$ cat config.mk
export PLATFORM = sky130hd
export DESIGN_NAME = rss_top
export DESIGN_NICKNAME = d
export VERILOG_FILES = /design/src/core/rss_pkg.sv /design/src/core/rss_clk_div.sv /design/src/core/rss_sync.sv /design/src/core/rss_top.sv
export SDC_FILE = /design/constraint.sdc
export NUM_CORES = 1
export LEC_CHECK = 0
export BUFFER_PORTS_ARGS = -buffer_cell sky130_fd_sc_hd__buf_2
export CAP_MARGIN = 10
export CORE_ASPECT_RATIO = 1.75
export CORE_MARGIN = 3
export CORE_UTILIZATION = 45
export DETAILED_ROUTE_END_ITERATION = 6
export GPL_TIMING_DRIVEN = 0
export PLACE_DENSITY_LB_ADDON = 0.05
export SYNTH_ARGS = -nofsm -noshare
export SYNTH_HDL_FRONTEND = slang
export SYNTH_SLANG_ARGS = --single-unit
$ cat constraint.sdc
create_clock -name i_clk -period 8.7 [get_ports i_clk]
set_input_delay 1.74 -clock i_clk [delete_from_list [all_inputs] [get_ports i_clk]]
set_output_delay 1.74 -clock i_clk [all_outputs]
set_load 0.005 [all_outputs]
$ cat src/core/rss_pkg.sv
// Purpose: Shared constants and types of the reset and start-up sequencer.
// Assumes: A 40 MHz oscillator clock; all times are whole microseconds.
// Notes: Register addresses are byte addresses of aligned 32-bit words.
package rss_pkg;

  // ----------------------------------------------------------------
  // Clock and timing
  // ----------------------------------------------------------------
  localparam int CLK_MHZ = 40;
  localparam int INIT_INTERVAL_US = 92;
  localparam int INIT_INTERVAL_CYC = INIT_INTERVAL_US * CLK_MHZ;
  localparam int STUP_16_US = 16;
  localparam int STUP_1024_US = 1024;
  localparam int STUP_2048_US = 2048;
  localparam int STUP_4096_US = 4096;
  localparam int STUP_16384_US = 16384;
  localparam int STUP_16_CYC = STUP_16_US * CLK_MHZ;
  localparam int STUP_1024_CYC = STUP_1024_US * CLK_MHZ;
  localparam int STUP_2048_CYC = STUP_2048_US * CLK_MHZ;
  localparam int STUP_4096_CYC = STUP_4096_US * CLK_MHZ;
  localparam int STUP_16384_CYC = STUP_16384_US * CLK_MHZ;
  localparam int CNT_W = 20;
  localparam int PULSE_STRETCH_CYC = 16;
  localparam int EXT_MIN_LOW_CYC = 2;

  // ----------------------------------------------------------------
  // Clock divider
  // ----------------------------------------------------------------
  localparam int DIV_SEL_W = 3;
  localparam logic [2:0] DIV_SEL_MAX = 3'h5;
  localparam int DIV_CNT_W = 5;

  // ----------------------------------------------------------------
  // Register map
  // ----------------------------------------------------------------
  localparam int ADDR_W = 5;
  localparam logic [4:0] CLOCK_CTRL_ADDR = 5'h00;
  localparam logic [4:0] POWER_CONTROL_ADDR = 5'h04;
  localparam logic [4:0] EVENT_STATUS_ADDR = 5'h08;
  localparam logic [4:0] EVENT_CLEAR_ADDR = 5'h0C;
  localparam logic [4:0] EVENT_ENABLE_ADDR = 5'h10;
  localparam logic [4:0] SEQ_STATE_ADDR = 5'h14;
  localparam int CLK_OUT_EN_BIT = 0;
  localparam int DIV_SEL_LSB = 1;
  localparam int POWER_OFF_FLAG_BIT = 0;
  localparam logic [2:0] DIV_SEL_RESET = 3'h0;
  localparam int EVT_W = 5;
  localparam int EVT_POR = 0;
  localparam int EVT_BRN = 1;
  localparam int EVT_EXT = 2;
  localparam int EVT_WDT = 3;
  localparam int EVT_SW = 4;
  localparam logic [15:0] RESET_VECTOR = 16'h0000;

  // ----------------------------------------------------------------
  // Sequencer states
  // ----------------------------------------------------------------
  typedef enum logic [2:0] {
    ST_POR_HOLD,
    ST_INIT,
    ST_WAIT_BRN,
    ST_STARTUP,
    ST_EXT_HOLD,
    ST_RUN
  } rss_state_t;

endpackage : rss_pkg

$ cat src/core/rss_clk_div.sv
// Purpose: System clock enable divider, oscillator rate over a power of two.
// Assumes: i_sel may change at any time; reserved codes are ignored.
// Notes: A new code is taken only at the end of a 32-cycle frame.
`timescale 1ns/100ps
module rss_clk_div (
  input wire logic i_clk,
  input wire logic i_rst,
  input wire logic [2:0] i_sel,
  output logic o_tick,
  output logic [2:0] o_active_sel
);

  logic [4:0] cnt;
  logic [4:0] mask;

  // The mask keeps the low bits of the counter that must be zero for a tick.
  assign mask = 5'(({1'b0, 5'h1F} << o_active_sel) >> 6'h0) ^ 5'h1F;

  // ----------------------------------------------------------------
  // Frame counter and code switch
  // ----------------------------------------------------------------
  // Switching only when the counter wraps keeps every period whole, so no
  // intermediate frequency appears; the wait is at most 32 cycles.
  always_ff @(posedge i_clk) begin
    if (i_rst) begin
      cnt <= 5'h00;
      o_active_sel <= rss_pkg::DIV_SEL_RESET;
    end else begin
      cnt <= cnt + 5'h01;
      if (cnt == 5'h1F && i_sel <= rss_pkg::DIV_SEL_MAX) begin
        o_active_sel <= i_sel;
      end
    end
  end

  always_ff @(posedge i_clk) begin
    if (i_rst) begin
      o_tick <= 1'b0;
    end else begin
      o_tick <= ((cnt + 5'h01) & mask) == 5'h00;
    end
  end

endmodule : rss_clk_div

$ cat src/core/rss_sync.sv
// Purpose: Two flip-flop synchroniser for one asynchronous level.
// Assumes: The input may change at any time relative to i_clk.
// Notes: The first stage is read only by the second stage.
`timescale 1ns/100ps
module rss_sync #(
  parameter logic RESET_VAL = 1'b0
) (
  input wire logic i_clk,
  input wire logic i_rst,
  input wire logic i_async,
  output logic o_sync
);

  logic meta;

  always_ff @(posedge i_clk) begin
    if (i_rst) begin
      meta <= RESET_VAL;
      o_sync <= RESET_VAL;
    end else begin
      meta <= i_async;
      o_sync <= meta;
    end
  end

endmodule : rss_sync

$ cat src/core/rss_top.sv
// Purpose: Reset sources, power-on and start-up timing, system clock divider.
// Assumes: Detector and pin inputs are asynchronous; watchdog, software and
//   wake-up requests are one-cycle pulses on i_clk.
// Notes: Registers are reached over Avalon-MM and are reset only by i_rst.
`timescale 1ns/100ps
module rss_top #(
  parameter int P_STUP_1024_CYC = rss_pkg::STUP_1024_CYC,
  parameter int P_STUP_2048_CYC = rss_pkg::STUP_2048_CYC,
  parameter int P_STUP_4096_CYC = rss_pkg::STUP_4096_CYC,
  parameter int P_STUP_16384_CYC = rss_pkg::STUP_16384_CYC
) (
  input wire logic i_clk,
  input wire logic i_rst,
  input wire logic i_por_low,
  input wire logic i_brownout_low,
  input wire logic i_brownout_detector_en,
  input wire logic i_ext_rst_n,
  input wire logic i_ext_rst_pin_en,
  input wire logic i_wdt_timeout,
  input wire logic i_sw_reset,
  input wire logic i_pd_wake,
  input wire logic [1:0] i_startup_time_fuse,
  input wire logic i_clk_src_crystal,
  input wire logic [4:0] i_avs_address,
  input wire logic i_avs_read,
  input wire logic i_avs_write,
  input wire logic [31:0] i_avs_writedata,
  input wire logic [3:0] i_avs_byteenable,
  output logic [31:0] o_avs_readdata,
  output logic o_avs_waitrequest,
  output logic o_irq,
  output logic o_sys_reset,
  output logic o_port_tristate,
  output logic [15:0] o_pc_start,
  output logic o_sys_clk_en,
  output logic o_oscillator_pin_two,
  output logic o_oscillator_pin_two_oe
);

  // ----------------------------------------------------------------
  // Input synchronisers
  // ----------------------------------------------------------------
  logic por_low;
  logic brn_low;
  logic ext_n;

  rss_sync #(.RESET_VAL(1'b1)) u_sync_por (
    .i_clk(i_clk),
    .i_rst(i_rst),
    .i_async(i_por_low),
    .o_sync(por_low)
  );

  rss_sync #(.RESET_VAL(1'b1)) u_sync_brn (
    .i_clk(i_clk),
    .i_rst(i_rst),
    .i_async(i_brownout_low),
    .o_sync(brn_low)
  );

  rss_sync #(.RESET_VAL(1'b1)) u_sync_ext (
    .i_clk(i_clk),
    .i_rst(i_rst),
    .i_async(i_ext_rst_n),
    .o_sync(ext_n)
  );

  // ----------------------------------------------------------------
  // Source conditioning
  // ----------------------------------------------------------------
  logic ext_n_q;
  logic powerup_phase;
  logic ext_active;
  logic [4:0] pulse_cnt;
  logic brn_trip;

  // The pin must stay low for two sampled cycles before it counts.
  always_ff @(posedge i_clk) begin
    if (i_rst) begin
      ext_n_q <= 1'b1;
    end else begin
      ext_n_q <= ext_n;
    end
  end

  // During power-up the pin always acts as reset, whatever the fuse says.
  assign ext_active = !ext_n && !ext_n_q && (i_ext_rst_pin_en || powerup_phase);
  assign brn_trip = i_brownout_detector_en && brn_low;

  // Watchdog and software requests become a 16-cycle reset pulse.
  always_ff @(posedge i_clk) begin
    if (i_rst) begin
      pulse_cnt <= 5'h00;
    end else if (i_wdt_timeout || i_sw_reset) begin
      pulse_cnt <= 5'(rss_pkg::PULSE_STRETCH_CYC);
    end else if (pulse_cnt != 5'h00) begin
      pulse_cnt <= pulse_cnt - 5'h01;
    end
  end

  // ----------------------------------------------------------------
  // Start-up delay selection
  // ----------------------------------------------------------------
  logic [19:0] stup_cycles;

  always_comb begin
    case (i_startup_time_fuse)
      2'h0: begin
        stup_cycles = i_clk_src_crystal ? 20'(P_STUP_1024_CYC) : 20'(rss_pkg::STUP_16_CYC);
      end
      2'h1: begin
        stup_cycles = 20'(P_STUP_2048_CYC);
      end
      2'h2: begin
        stup_cycles = i_clk_src_crystal ? 20'(P_STUP_4096_CYC) : 20'(P_STUP_1024_CYC);
      end
      default: begin
        stup_cycles = 20'(P_STUP_16384_CYC);
      end
    endcase
  end

  // ----------------------------------------------------------------
  // Sequencer
  // ----------------------------------------------------------------
  rss_pkg::rss_state_t state;
  rss_pkg::rss_state_t next_state;
  logic [19:0] cnt;
  logic init_done;

  assign init_done = cnt >= 20'(rss_pkg::INIT_INTERVAL_CYC - 1);

  always_comb begin
    next_state = state;
    case (state)
      rss_pkg::ST_POR_HOLD: begin
        if (!por_low) begin
          next_state = rss_pkg::ST_INIT;
        end
      end
      rss_pkg::ST_INIT: begin
        if (init_done) begin
          next_state = brn_trip ? rss_pkg::ST_WAIT_BRN : rss_pkg::ST_STARTUP;
        end
      end
      rss_pkg::ST_WAIT_BRN: begin
        if (!brn_trip) begin
          next_state = rss_pkg::ST_STARTUP;
        end
      end
      rss_pkg::ST_STARTUP: begin
        if (brn_trip) begin
          next_state = rss_pkg::ST_WAIT_BRN;
        end else if (cnt >= stup_cycles - 20'h1) begin
          next_state = ext_active ? rss_pkg::ST_EXT_HOLD : rss_pkg::ST_RUN;
        end
      end
      rss_pkg::ST_EXT_HOLD: begin
        if (brn_trip) begin
          next_state = rss_pkg::ST_WAIT_BRN;
        end else if (ext_n) begin
          next_state = rss_pkg::ST_RUN;
        end
      end
      rss_pkg::ST_RUN: begin
        if (brn_trip) begin
          next_state = rss_pkg::ST_WAIT_BRN;
        end else if (i_pd_wake) begin
          next_state = rss_pkg::ST_STARTUP;
        end
      end
      default: begin
        next_state = rss_pkg::ST_POR_HOLD;
      end
    endcase
    if (por_low) begin
      next_state = rss_pkg::ST_POR_HOLD;
    end
  end

  always_ff @(posedge i_clk) begin
    if (i_rst) begin
      state <= rss_pkg::ST_POR_HOLD;
    end else begin
      state <= next_state;
    end
  end

  // One counter serves the init interval and the start-up timer.
  always_ff @(posedge i_clk) begin
    if (i_rst || next_state != state) begin
      cnt <= 20'h00000;
    end else if (state == rss_pkg::ST_INIT || state == rss_pkg::ST_STARTUP) begin
      cnt <= cnt + 20'h00001;
    end
  end

  always_ff @(posedge i_clk) begin
    if (i_rst || state == rss_pkg::ST_POR_HOLD) begin
      powerup_phase <= 1'b1;
    end else if (state == rss_pkg::ST_RUN) begin
      powerup_phase <= 1'b0;
    end
  end

  // ----------------------------------------------------------------
  // Internal reset and reset-state outputs
  // ----------------------------------------------------------------
  logic any_reset;

  assign any_reset = (next_state != rss_pkg::ST_RUN) || ext_active || (pulse_cnt != 5'h00);

  // Registered so that release is aligned to i_clk whichever source ends last.
  always_ff @(posedge i_clk) begin
    if (i_rst) begin
      o_sys_reset <= 1'b1;
      o_port_tristate <= 1'b1;
      o_pc_start <= rss_pkg::RESET_VECTOR;
    end else begin
      o_sys_reset <= any_reset;
      o_port_tristate <= any_reset;
      o_pc_start <= rss_pkg::RESET_VECTOR;
    end
  end

  // ----------------------------------------------------------------
  // Clock divider and clock output
  // ----------------------------------------------------------------
  logic [2:0] div_sel;
  logic clk_out_en;
  logic div_tick;
  logic sys_half;

  rss_clk_div u_div (
    .i_clk(i_clk),
    .i_rst(i_rst),
    .i_sel(div_sel),
    .o_tick(div_tick),
    .o_active_sel()
  );

  always_ff @(posedge i_clk) begin
    if (i_rst) begin
      o_sys_clk_en <= 1'b0;
      sys_half <= 1'b0;
    end else begin
      o_sys_clk_en <= div_tick;
      if (div_tick) begin
        sys_half <= !sys_half;
      end
    end
  end

  // The pin is released during reset; software owns the clock output enable.
  always_ff @(posedge i_clk) begin
    if (i_rst) begin
      o_oscillator_pin_two <= 1'b0;
      o_oscillator_pin_two_oe <= 1'b0;
    end else begin
      o_oscillator_pin_two <= sys_half;
      o_oscillator_pin_two_oe <= clk_out_en && !any_reset;
    end
  end

  // ----------------------------------------------------------------
  // Avalon-MM slave
  // ----------------------------------------------------------------
  logic req;
  logic wr_now;
  logic power_off_flag;
  logic [4:0] evt_status;
  logic [4:0] evt_enable;
  logic [4:0] evt_set;
  logic [4:0] evt_clr;
  logic poff_clr;

  // A request waits one cycle; data and write effect land on the free cycle.
  assign req = (i_avs_read || i_avs_write) && o_avs_waitrequest;
  assign wr_now = i_avs_write && !o_avs_waitrequest && i_avs_byteenable[0];

  always_ff @(posedge i_clk) begin
    if (i_rst) begin
      o_avs_waitrequest <= 1'b1;
    end else begin
      o_avs_waitrequest <= !req;
    end
  end

  always_ff @(posedge i_clk) begin
    if (i_rst) begin
      o_avs_readdata <= 32'h00000000;
    end else if (req && i_avs_read) begin
      case (i_avs_address & 5'h1C)
        rss_pkg::CLOCK_CTRL_ADDR: begin
          o_avs_readdata <= {28'h0000000, div_sel, clk_out_en};
        end
        rss_pkg::POWER_CONTROL_ADDR: begin
          o_avs_readdata <= {31'h00000000, power_off_flag};
        end
        rss_pkg::EVENT_STATUS_ADDR: begin
          o_avs_readdata <= {27'h0000000, evt_status};
        end
        rss_pkg::EVENT_ENABLE_ADDR: begin
          o_avs_readdata <= {27'h0000000, evt_enable};
        end
        rss_pkg::SEQ_STATE_ADDR: begin
          o_avs_readdata <= {27'h0000000, any_reset, 1'b0, state};
        end
        default: begin
          o_avs_readdata <= 32'h00000000;
        end
      endcase
    end
  end

  always_ff @(posedge i_clk) begin
    if (i_rst) begin
      div_sel <= rss_pkg::DIV_SEL_RESET;
      clk_out_en <= 1'b0;
      evt_enable <= 5'h00;
    end else if (wr_now) begin
      if ((i_avs_address & 5'h1C) == rss_pkg::CLOCK_CTRL_ADDR) begin
        div_sel <= i_avs_writedata[rss_pkg::DIV_SEL_LSB +: rss_pkg::DIV_SEL_W];
        clk_out_en <= i_avs_writedata[rss_pkg::CLK_OUT_EN_BIT];
      end
      if ((i_avs_address & 5'h1C) == rss_pkg::EVENT_ENABLE_ADDR) begin
        evt_enable <= i_avs_writedata[rss_pkg::EVT_W-1:0];
      end
    end
  end

  // ----------------------------------------------------------------
  // Power-off flag and reset-source events
  // ----------------------------------------------------------------
  assign poff_clr = wr_now && (i_avs_address & 5'h1C) == rss_pkg::POWER_CONTROL_ADDR &&
                   i_avs_writedata[rss_pkg::POWER_OFF_FLAG_BIT];
  assign evt_clr = (wr_now && (i_avs_address & 5'h1C) == rss_pkg::EVENT_CLEAR_ADDR) ?
                   i_avs_writedata[rss_pkg::EVT_W-1:0] : 5'h00;

  always_comb begin
    evt_set = 5'h00;
    evt_set[rss_pkg::EVT_POR] = por_low;
    evt_set[rss_pkg::EVT_BRN] = brn_trip;
    evt_set[rss_pkg::EVT_EXT] = ext_active;
    evt_set[rss_pkg::EVT_WDT] = i_wdt_timeout;
    evt_set[rss_pkg::EVT_SW] = i_sw_reset;
  end

  // Set wins over a clear in the same cycle so no event is lost.
  always_ff @(posedge i_clk) begin
    if (i_rst) begin
      power_off_flag <= 1'b0;
    end else if (por_low) begin
      power_off_flag <= 1'b1;
    end else if (poff_clr) begin
      power_off_flag <= 1'b0;
    end
  end

  always_ff @(posedge i_clk) begin
    if (i_rst) begin
      evt_status <= 5'h00;
      o_irq <= 1'b0;
    end else begin
      evt_status <= (evt_status & ~evt_clr) | evt_set;
      o_irq <= |(((evt_status & ~evt_clr) | evt_set) & evt_enable);
    end
  end

endmodule : rss_top

; ---- Word level (Yosys, flattened, before mapping)
; Cells that the tools add are included.
[totals]
reg_bits = 99
[classes]
eq_ne = 15
reduce_logical = 37
magnitude_cmp = 3
addsub = 4
mux = 21
shifts = 1
n_bitwise = 6
[ops]
columns = op, count
row1 = $pmux 20 s3, 1
row2 = $mux 3, 9
row3 = $pmux 5 s5, 1
row4 = $add 20x1->20 const B, 1
row5 = $ge 20x12->1 const B, 1
row6 = $ge 20x20->1, 1
row7 = $sub 20x1->20 const B, 1
row8 = $mux 18, 1
row9 = $pmux 3 s6, 1
row10 = $mux 16, 1
row11 = $and 5x5->5, 3
row12 = $mux 5, 3
row13 = $eq 3x2->1 const B, 4
row14 = $eq 3x3->1 const B, 4
row15 = $logic_and 1x1->1, 12
row16 = $logic_not 5->1, 2
row17 = $not 5->5, 2
row18 = $logic_or 1x1->1, 8
row19 = $eq 3x1->1 const B, 2
row20 = $logic_not 1->1, 6
row21 = $add 5x1->5 const B, 1
row22 = $eq 5x5->1 const B, 1
row23 = $or 5x5->5, 1
row24 = $reduce_bool 5->1, 1
row25 = 14 further kinds, 19

; ---- Logic depth before layout (Yosys ltp)
[logic_depth]
depth_word = 13
ltp_mapped = 12

; ---- Modules after synthesis
; Synthesis repeated with hierarchy kept, for this count alone.
[hier_totals]
hier_cells = 465
area_unflattened_um2 = 4139.0
[modules_own_cells]
columns = mod, cells_each, seq_area_each_um2, n_inst, area_each_um2
row1 = rss_top, 413, 1141.1, 1, 3609.7
row2 = rss_clk_div, 40, 180.2, 1, 371.6
row3 = rss_sync, 4, 40.0, 3, 52.6

; ---- Worst setup path before layout
; Ideal clock, no wire load.
[synth_timing]
kind = input to register
start = input port i_startup_time_fuse[1]
end = register o_oscillator_pin_two_oe
n_path_buf = 0
setup_time_ns = 0.062
required_ns = 8.638
path_slack_ns = 4.766
arrival_time_ns = 3.872
stages = 10
path_cell_list = or3_1 ha_1 xnor2_1 ha_1 nand2_1 nor4_1 o21a_1 o21ai_1 a2111oi_0 and4_1
[synth_via]
elab_chain_len = 13
word_cells_on_any_way = 15
[synth_rtl]
columns = element, line_no
row1 = from (decl), rss_top.sv:22  ; input wire logic [1:0] i_startup_time_fuse,
row2 = "$eq 2x2->1, or another cell as far along", rss_top.sv:107  ; case (i_startup_time_fuse)
row3 = $pmux 20 s3 (*), rss_top.sv:107
row4 = $sub 20x1->20 (*), rss_top.sv:154  ; end else if (cnt >= stup_cycles - 20'h1) begin
row5 = $ge 20x20->1 (*), rss_top.sv:154
row6 = $mux 3 (*), rss_top.sv:154
row7 = $mux 3 (*), rss_top.sv:152  ; if (brn_trip) begin
row8 = $pmux 3 s6 (*), rss_top.sv:135  ; case (state)
row9 = $mux 3 (*), rss_top.sv:176  ; if (por_low) begin
row10 = $ne 3x3->1 (*), rss_top.sv:211  ; assign any_reset = (next_state != rss_pkg::ST_RUN) || ext_active || (pulse_cnt != 5'h00);
row11 = $logic_or 1x1->1 (*) (2 in a row), rss_top.sv:211
row12 = $logic_not 1->1 (*), rss_top.sv:261  ; o_oscillator_pin_two_oe <= clk_out_en && !any_reset;
row13 = $logic_and 1x1->1 (*), rss_top.sv:261
row14 = to (signal assigned), rss_top.sv:261
row15 = to (decl), rss_top.sv:37  ; output logic o_oscillator_pin_two_oe
; Mark *: on every way between the ends. The rest lies on a longest branch, timed or not.
; A chain may end at the register's enable or synchronous reset.

; ---- Final worst setup path
; Ends and elaborated chain as after synthesis.

==> key figures <==
Floorplanning
  – Die height: 132 um
  – Core box area: 8730 um^2
  – FP Rows: 45
  – Num ports: 111
  – Initial Util: 0.465
  – DIE AREA: slightly above 10,000 um^2
  – Die Span X: a little under 80 um

Clock network
  – Clock Pin Slew Worst Setup and Hold Paths: 0.05 ns
  – Cts bufs inserted: 9
  – TritonCTS clock tree: yes
  – Sink Count: 72
  – # hold bufs at CTS: 0
  – Clock buffer depth: 2
  – Total setup buffers inserted after CTS: 0
  – H-tree Lvls: 3
  – Clk_lat worst skew: roughly 0.33 ns
  – Root buffer cell: clkbuf_16
  – Cells resized by post-CTS repair: 0

Yosys
  – Register area share after synthesis: 0.355
  – Mapped cell area: 4060 um^2
  – Avg Cell Area, Syn: 8.60 um^2
  – Yosys cell types: 59
  – Register bit total from synthesis: 72
  – Post-synth EDFFs: 0
  – Async S/R FF share, synth: 0
  – Synthesized instance count: ~470
  – Synth Warn #: 0
  – Post-synth top flop: dfxtp_1

Global routing
  – Pin count of the biggest net entering global routing: 12
  – Vias in the first global route: 3,249
  – Total track usage: 0.193
  – Overflow after GRT: 0
  – Global-route wire length before repair: 15,700 um
  – Initial antenna violation count: 0

Drt
  – Vias per std cell: 4.98
  – DR vias: 3,382
  – DRT iter0 DRCs: slightly above 100
  – WL per Instance: ~14 um
  – DRC violations left: 0
  – Pre-antenna DRT Iters: 5
  – Post-DRT Antenna Nets: 0
  – Final wirelength: roughly 9400 um

STA
  – FMAX: 0.241 GHz
  – Setup TNS: 0 ns
  – Final period util: 0.476
  – Worst Tran Pin Value: around 1.0 ns
  – Clock period minus worst slack: 4.14 ns
  – Final setup viols: 0
  – Max Clock Skew: around 0.0065 ns
  – Headroom to the max-slew limit: 0.327
  – Final setup margin: 4.56 ns
  – Final hold violation count: 0
  – RSZ-0062 raised after global routing: no
  – Final slew viol count: 0

Worst setup path
  – Crit path DAT: 4.41 ns
  – Critical R2R Capture: o_oscillator_pin_two_oe
  – R2R Path Start: cnt[16]
  – Crit. End Element: register
  – R2R depth: 7
  – CP required: 8.97 ns
  – CP Launch Type: primary input
  – Reg2reg setup slack: 6.36 ns
  – WS Path Type: in -> reg
  – Max FO, Critical Path: 6

Placed design
  – Routability cong.: 0.870
  – Port buffer count: 33
  – Worst slack, placed: 4.26 ns
  – Post-DP HPWL: 7420 um

Outcome
  – Status: completed

Finish
  – Fin nets: between 600 and 700
  – Share of layout cells above drive strength 1: 0.237
  – Area taken by multi-input logic gates: about 2300 um^2
  – Fillers: 847
  – Area Growth Syn to Fin: 18.3%
  – Register area: 1440 um^2
  – Ant diodes: 0

Hold path
  – Hold Crit Depth: 1
  – Hold_sp: u_sync_ext.meta
  – Worst min-delay path category: reg -> reg
  – Hold EP: u_sync_ext.o_sync

Power
  – Net Sw Frac: 0.238
  – Share of power burned in registers: 0.451
  – Pwr per Cell Area: approximately 160 nW/um^2
  – VDD IR max: ~120 uV
  – Clock power frac: 0.442
  – Int Power: 581 uW
  – P_leak: 0.00206 uW
  – Comb pwr share: 0.107
  – Psw: 182 uW

Flow run
  – Max_cap viols: 0
[kinds of logic after synthesis]
kind of cell | Yosys count | synth area share
other | 2 | 0.00185
AOI/OAI and AO/OA | 74 | 0.118
adders and majority gates | 18 | 0.0555
muxes | 5 | 0.0133
buffers and inverters | 72 | 0.112
and+or+nand+nor | 200 | 0.282
DFF | 72 | 0.355
xor gates and xnor gates | 29 | 0.0626
[worst max-delay path, stage by stage]
cell and delay [ns]:
buf_2 0.14, or3_1 0.40, ha_1 0.20, xnor2_1 0.13, ha_1 0.27, nand2_1 0.06, nor4_1 0.29, o21a_1 0.26
o21ai_1 0.13, a2111oi_0 0.54, and4_1 0.26
[per-stage QoR]
stage	std cells	area, um^2	total power, uW	hold slack [ns]	utilization
2_1_floorplan	514	4220	410	0.389	-
3_3_place_gp	664	4530	431	0.397	0.519
3_5_place_dp	664	4530	432	0.395	0.519
4_1_cts	679	4800	771	0.407	0.550
5_1_grt	679	4800	798	0.424	0.550
6_report	679	4800	763	0.403	0.550
[how the worst max path moves through the flow]
stage / startpoint / to / slack (ns) / cells after the start
after floorplan: i_startup_time_fuse[1] / o_oscillator_pin_two_oe / 4.77 / 10
after global placement: i_startup_time_fuse[1] / o_oscillator_pin_two_oe / 4.27 / 11
after detailed placement: i_startup_time_fuse[1] / o_oscillator_pin_two_oe / 4.26 / 11
after CTS: i_startup_time_fuse[1] / o_oscillator_pin_two_oe / 4.60 / 11
after global routing: i_startup_time_fuse[1] / o_oscillator_pin_two_oe / 4.43 / 11
final: i_startup_time_fuse[1] / o_oscillator_pin_two_oe / 4.56 / 11
[layout by cell type (no fill, tap or decap), drive strengths merged, types with 3 or more instances in the layout]
cell type / instances
mux2: 3
or2: 7
xnor2: 11
nor2b: 12
nor3: 35
a31oi: 3
xor2: 18
a22oi: 7
buf: 87
nand4: 10
nor2: 25
and2: 12
a21o: 7
nor4: 4
clkbuf: 21
inv: 9
ha: 18
nand3: 27
a21oi: 24
o211ai: 4
or4: 4
o21ai: 11
nand2b: 4
and3: 4
dfxtp: 72
o22ai: 3
nand2: 47
conb: 44
[flip-flops by register name (all words and copies together), names as in the netlist, 3 cells and up]
signal              cells
div_sel                 3
u_div.o_active_sel      3
o_avs_readdata          5
pulse_cnt               5
cnt                    20
evt_enable              5
state                   3
evt_status              5
u_div.cnt               5
[cells in the mapped netlist, drive strengths merged (2+ instances only)]
| cell type | number | area [um^2] |
|---|---|---|
| nor4 | 4 | 25.0 |
| nor2b | 12 | 75.1 |
| ha | 18 | 225 |
| clkbuf | 9 | 33.8 |
| nand2b | 4 | 25.0 |
| mux2 | 3 | 33.8 |
| a2111oi | 2 | 17.5 |
| and2 | 12 | 75.1 |
| o211ai | 4 | 30.0 |
| a211o | 2 | 17.5 |
| buf | 54 | 388 |
| or4 | 4 | 37.5 |
| o22ai | 3 | 18.8 |
| nand3 | 27 | 135 |
| nor3 | 35 | 287 |
| a21o | 7 | 52.6 |
| mux2i | 2 | 20.0 |
| dfxtp | 72 | 1440 |
| a31oi | 3 | 18.8 |
| conb | 2 | 7.51 |
| a22oi | 7 | 52.6 |
| and4 | 2 | 17.5 |
| a21oi | 24 | 120 |
| inv | 9 | 33.8 |
| nand2 | 47 | 176 |
| nand4 | 10 | 62.6 |
| or3 | 2 | 12.5 |
| xor2 | 18 | 158 |
| and3 | 4 | 26.3 |
| nor2 | 25 | 101 |
| xnor2 | 11 | 96.3 |
| o21ai | 11 | 55.1 |
| or2 | 7 | 43.8 |
[power groups by stage]
stage	Combinational [uW]	Sequential, uW	Clock [uW]
floorplan	60.3	350	0
global placement	79.9	351	0
detailed placement	80.8	351	0
CTS	81.1	344	346
global route	91.6	345	361
finish	81.6	344	338
[final cells by class]
cell class / instances / share of cell area
repair buffers: 33 / 0.0344
well taps: 117 / 0.0305
flip-flops and latches: 72 / 0.300
multi-input cells: 370 / 0.483
inverters: 9 / 0.00703
clock buffers: 12 / 0.0534
clock inverters: 3 / 0.00365
plain buffers: 63 / 0.0878
[metal layers]
layer / GRT usage / wire length, um / vias up / part of all wire
li1: - / - / 1742 / -
met5: 0 / 0 / - / 0
met1: 0.207 / 3520 / 1560 / 0.38
met3: 0.0316 / 273 / 17 / 0.029
met2: 0.351 / 5310 / 63 / 0.57
met4: 0.100 / 260 / 0 / 0.028
Power figures use the tool's default switching activity.
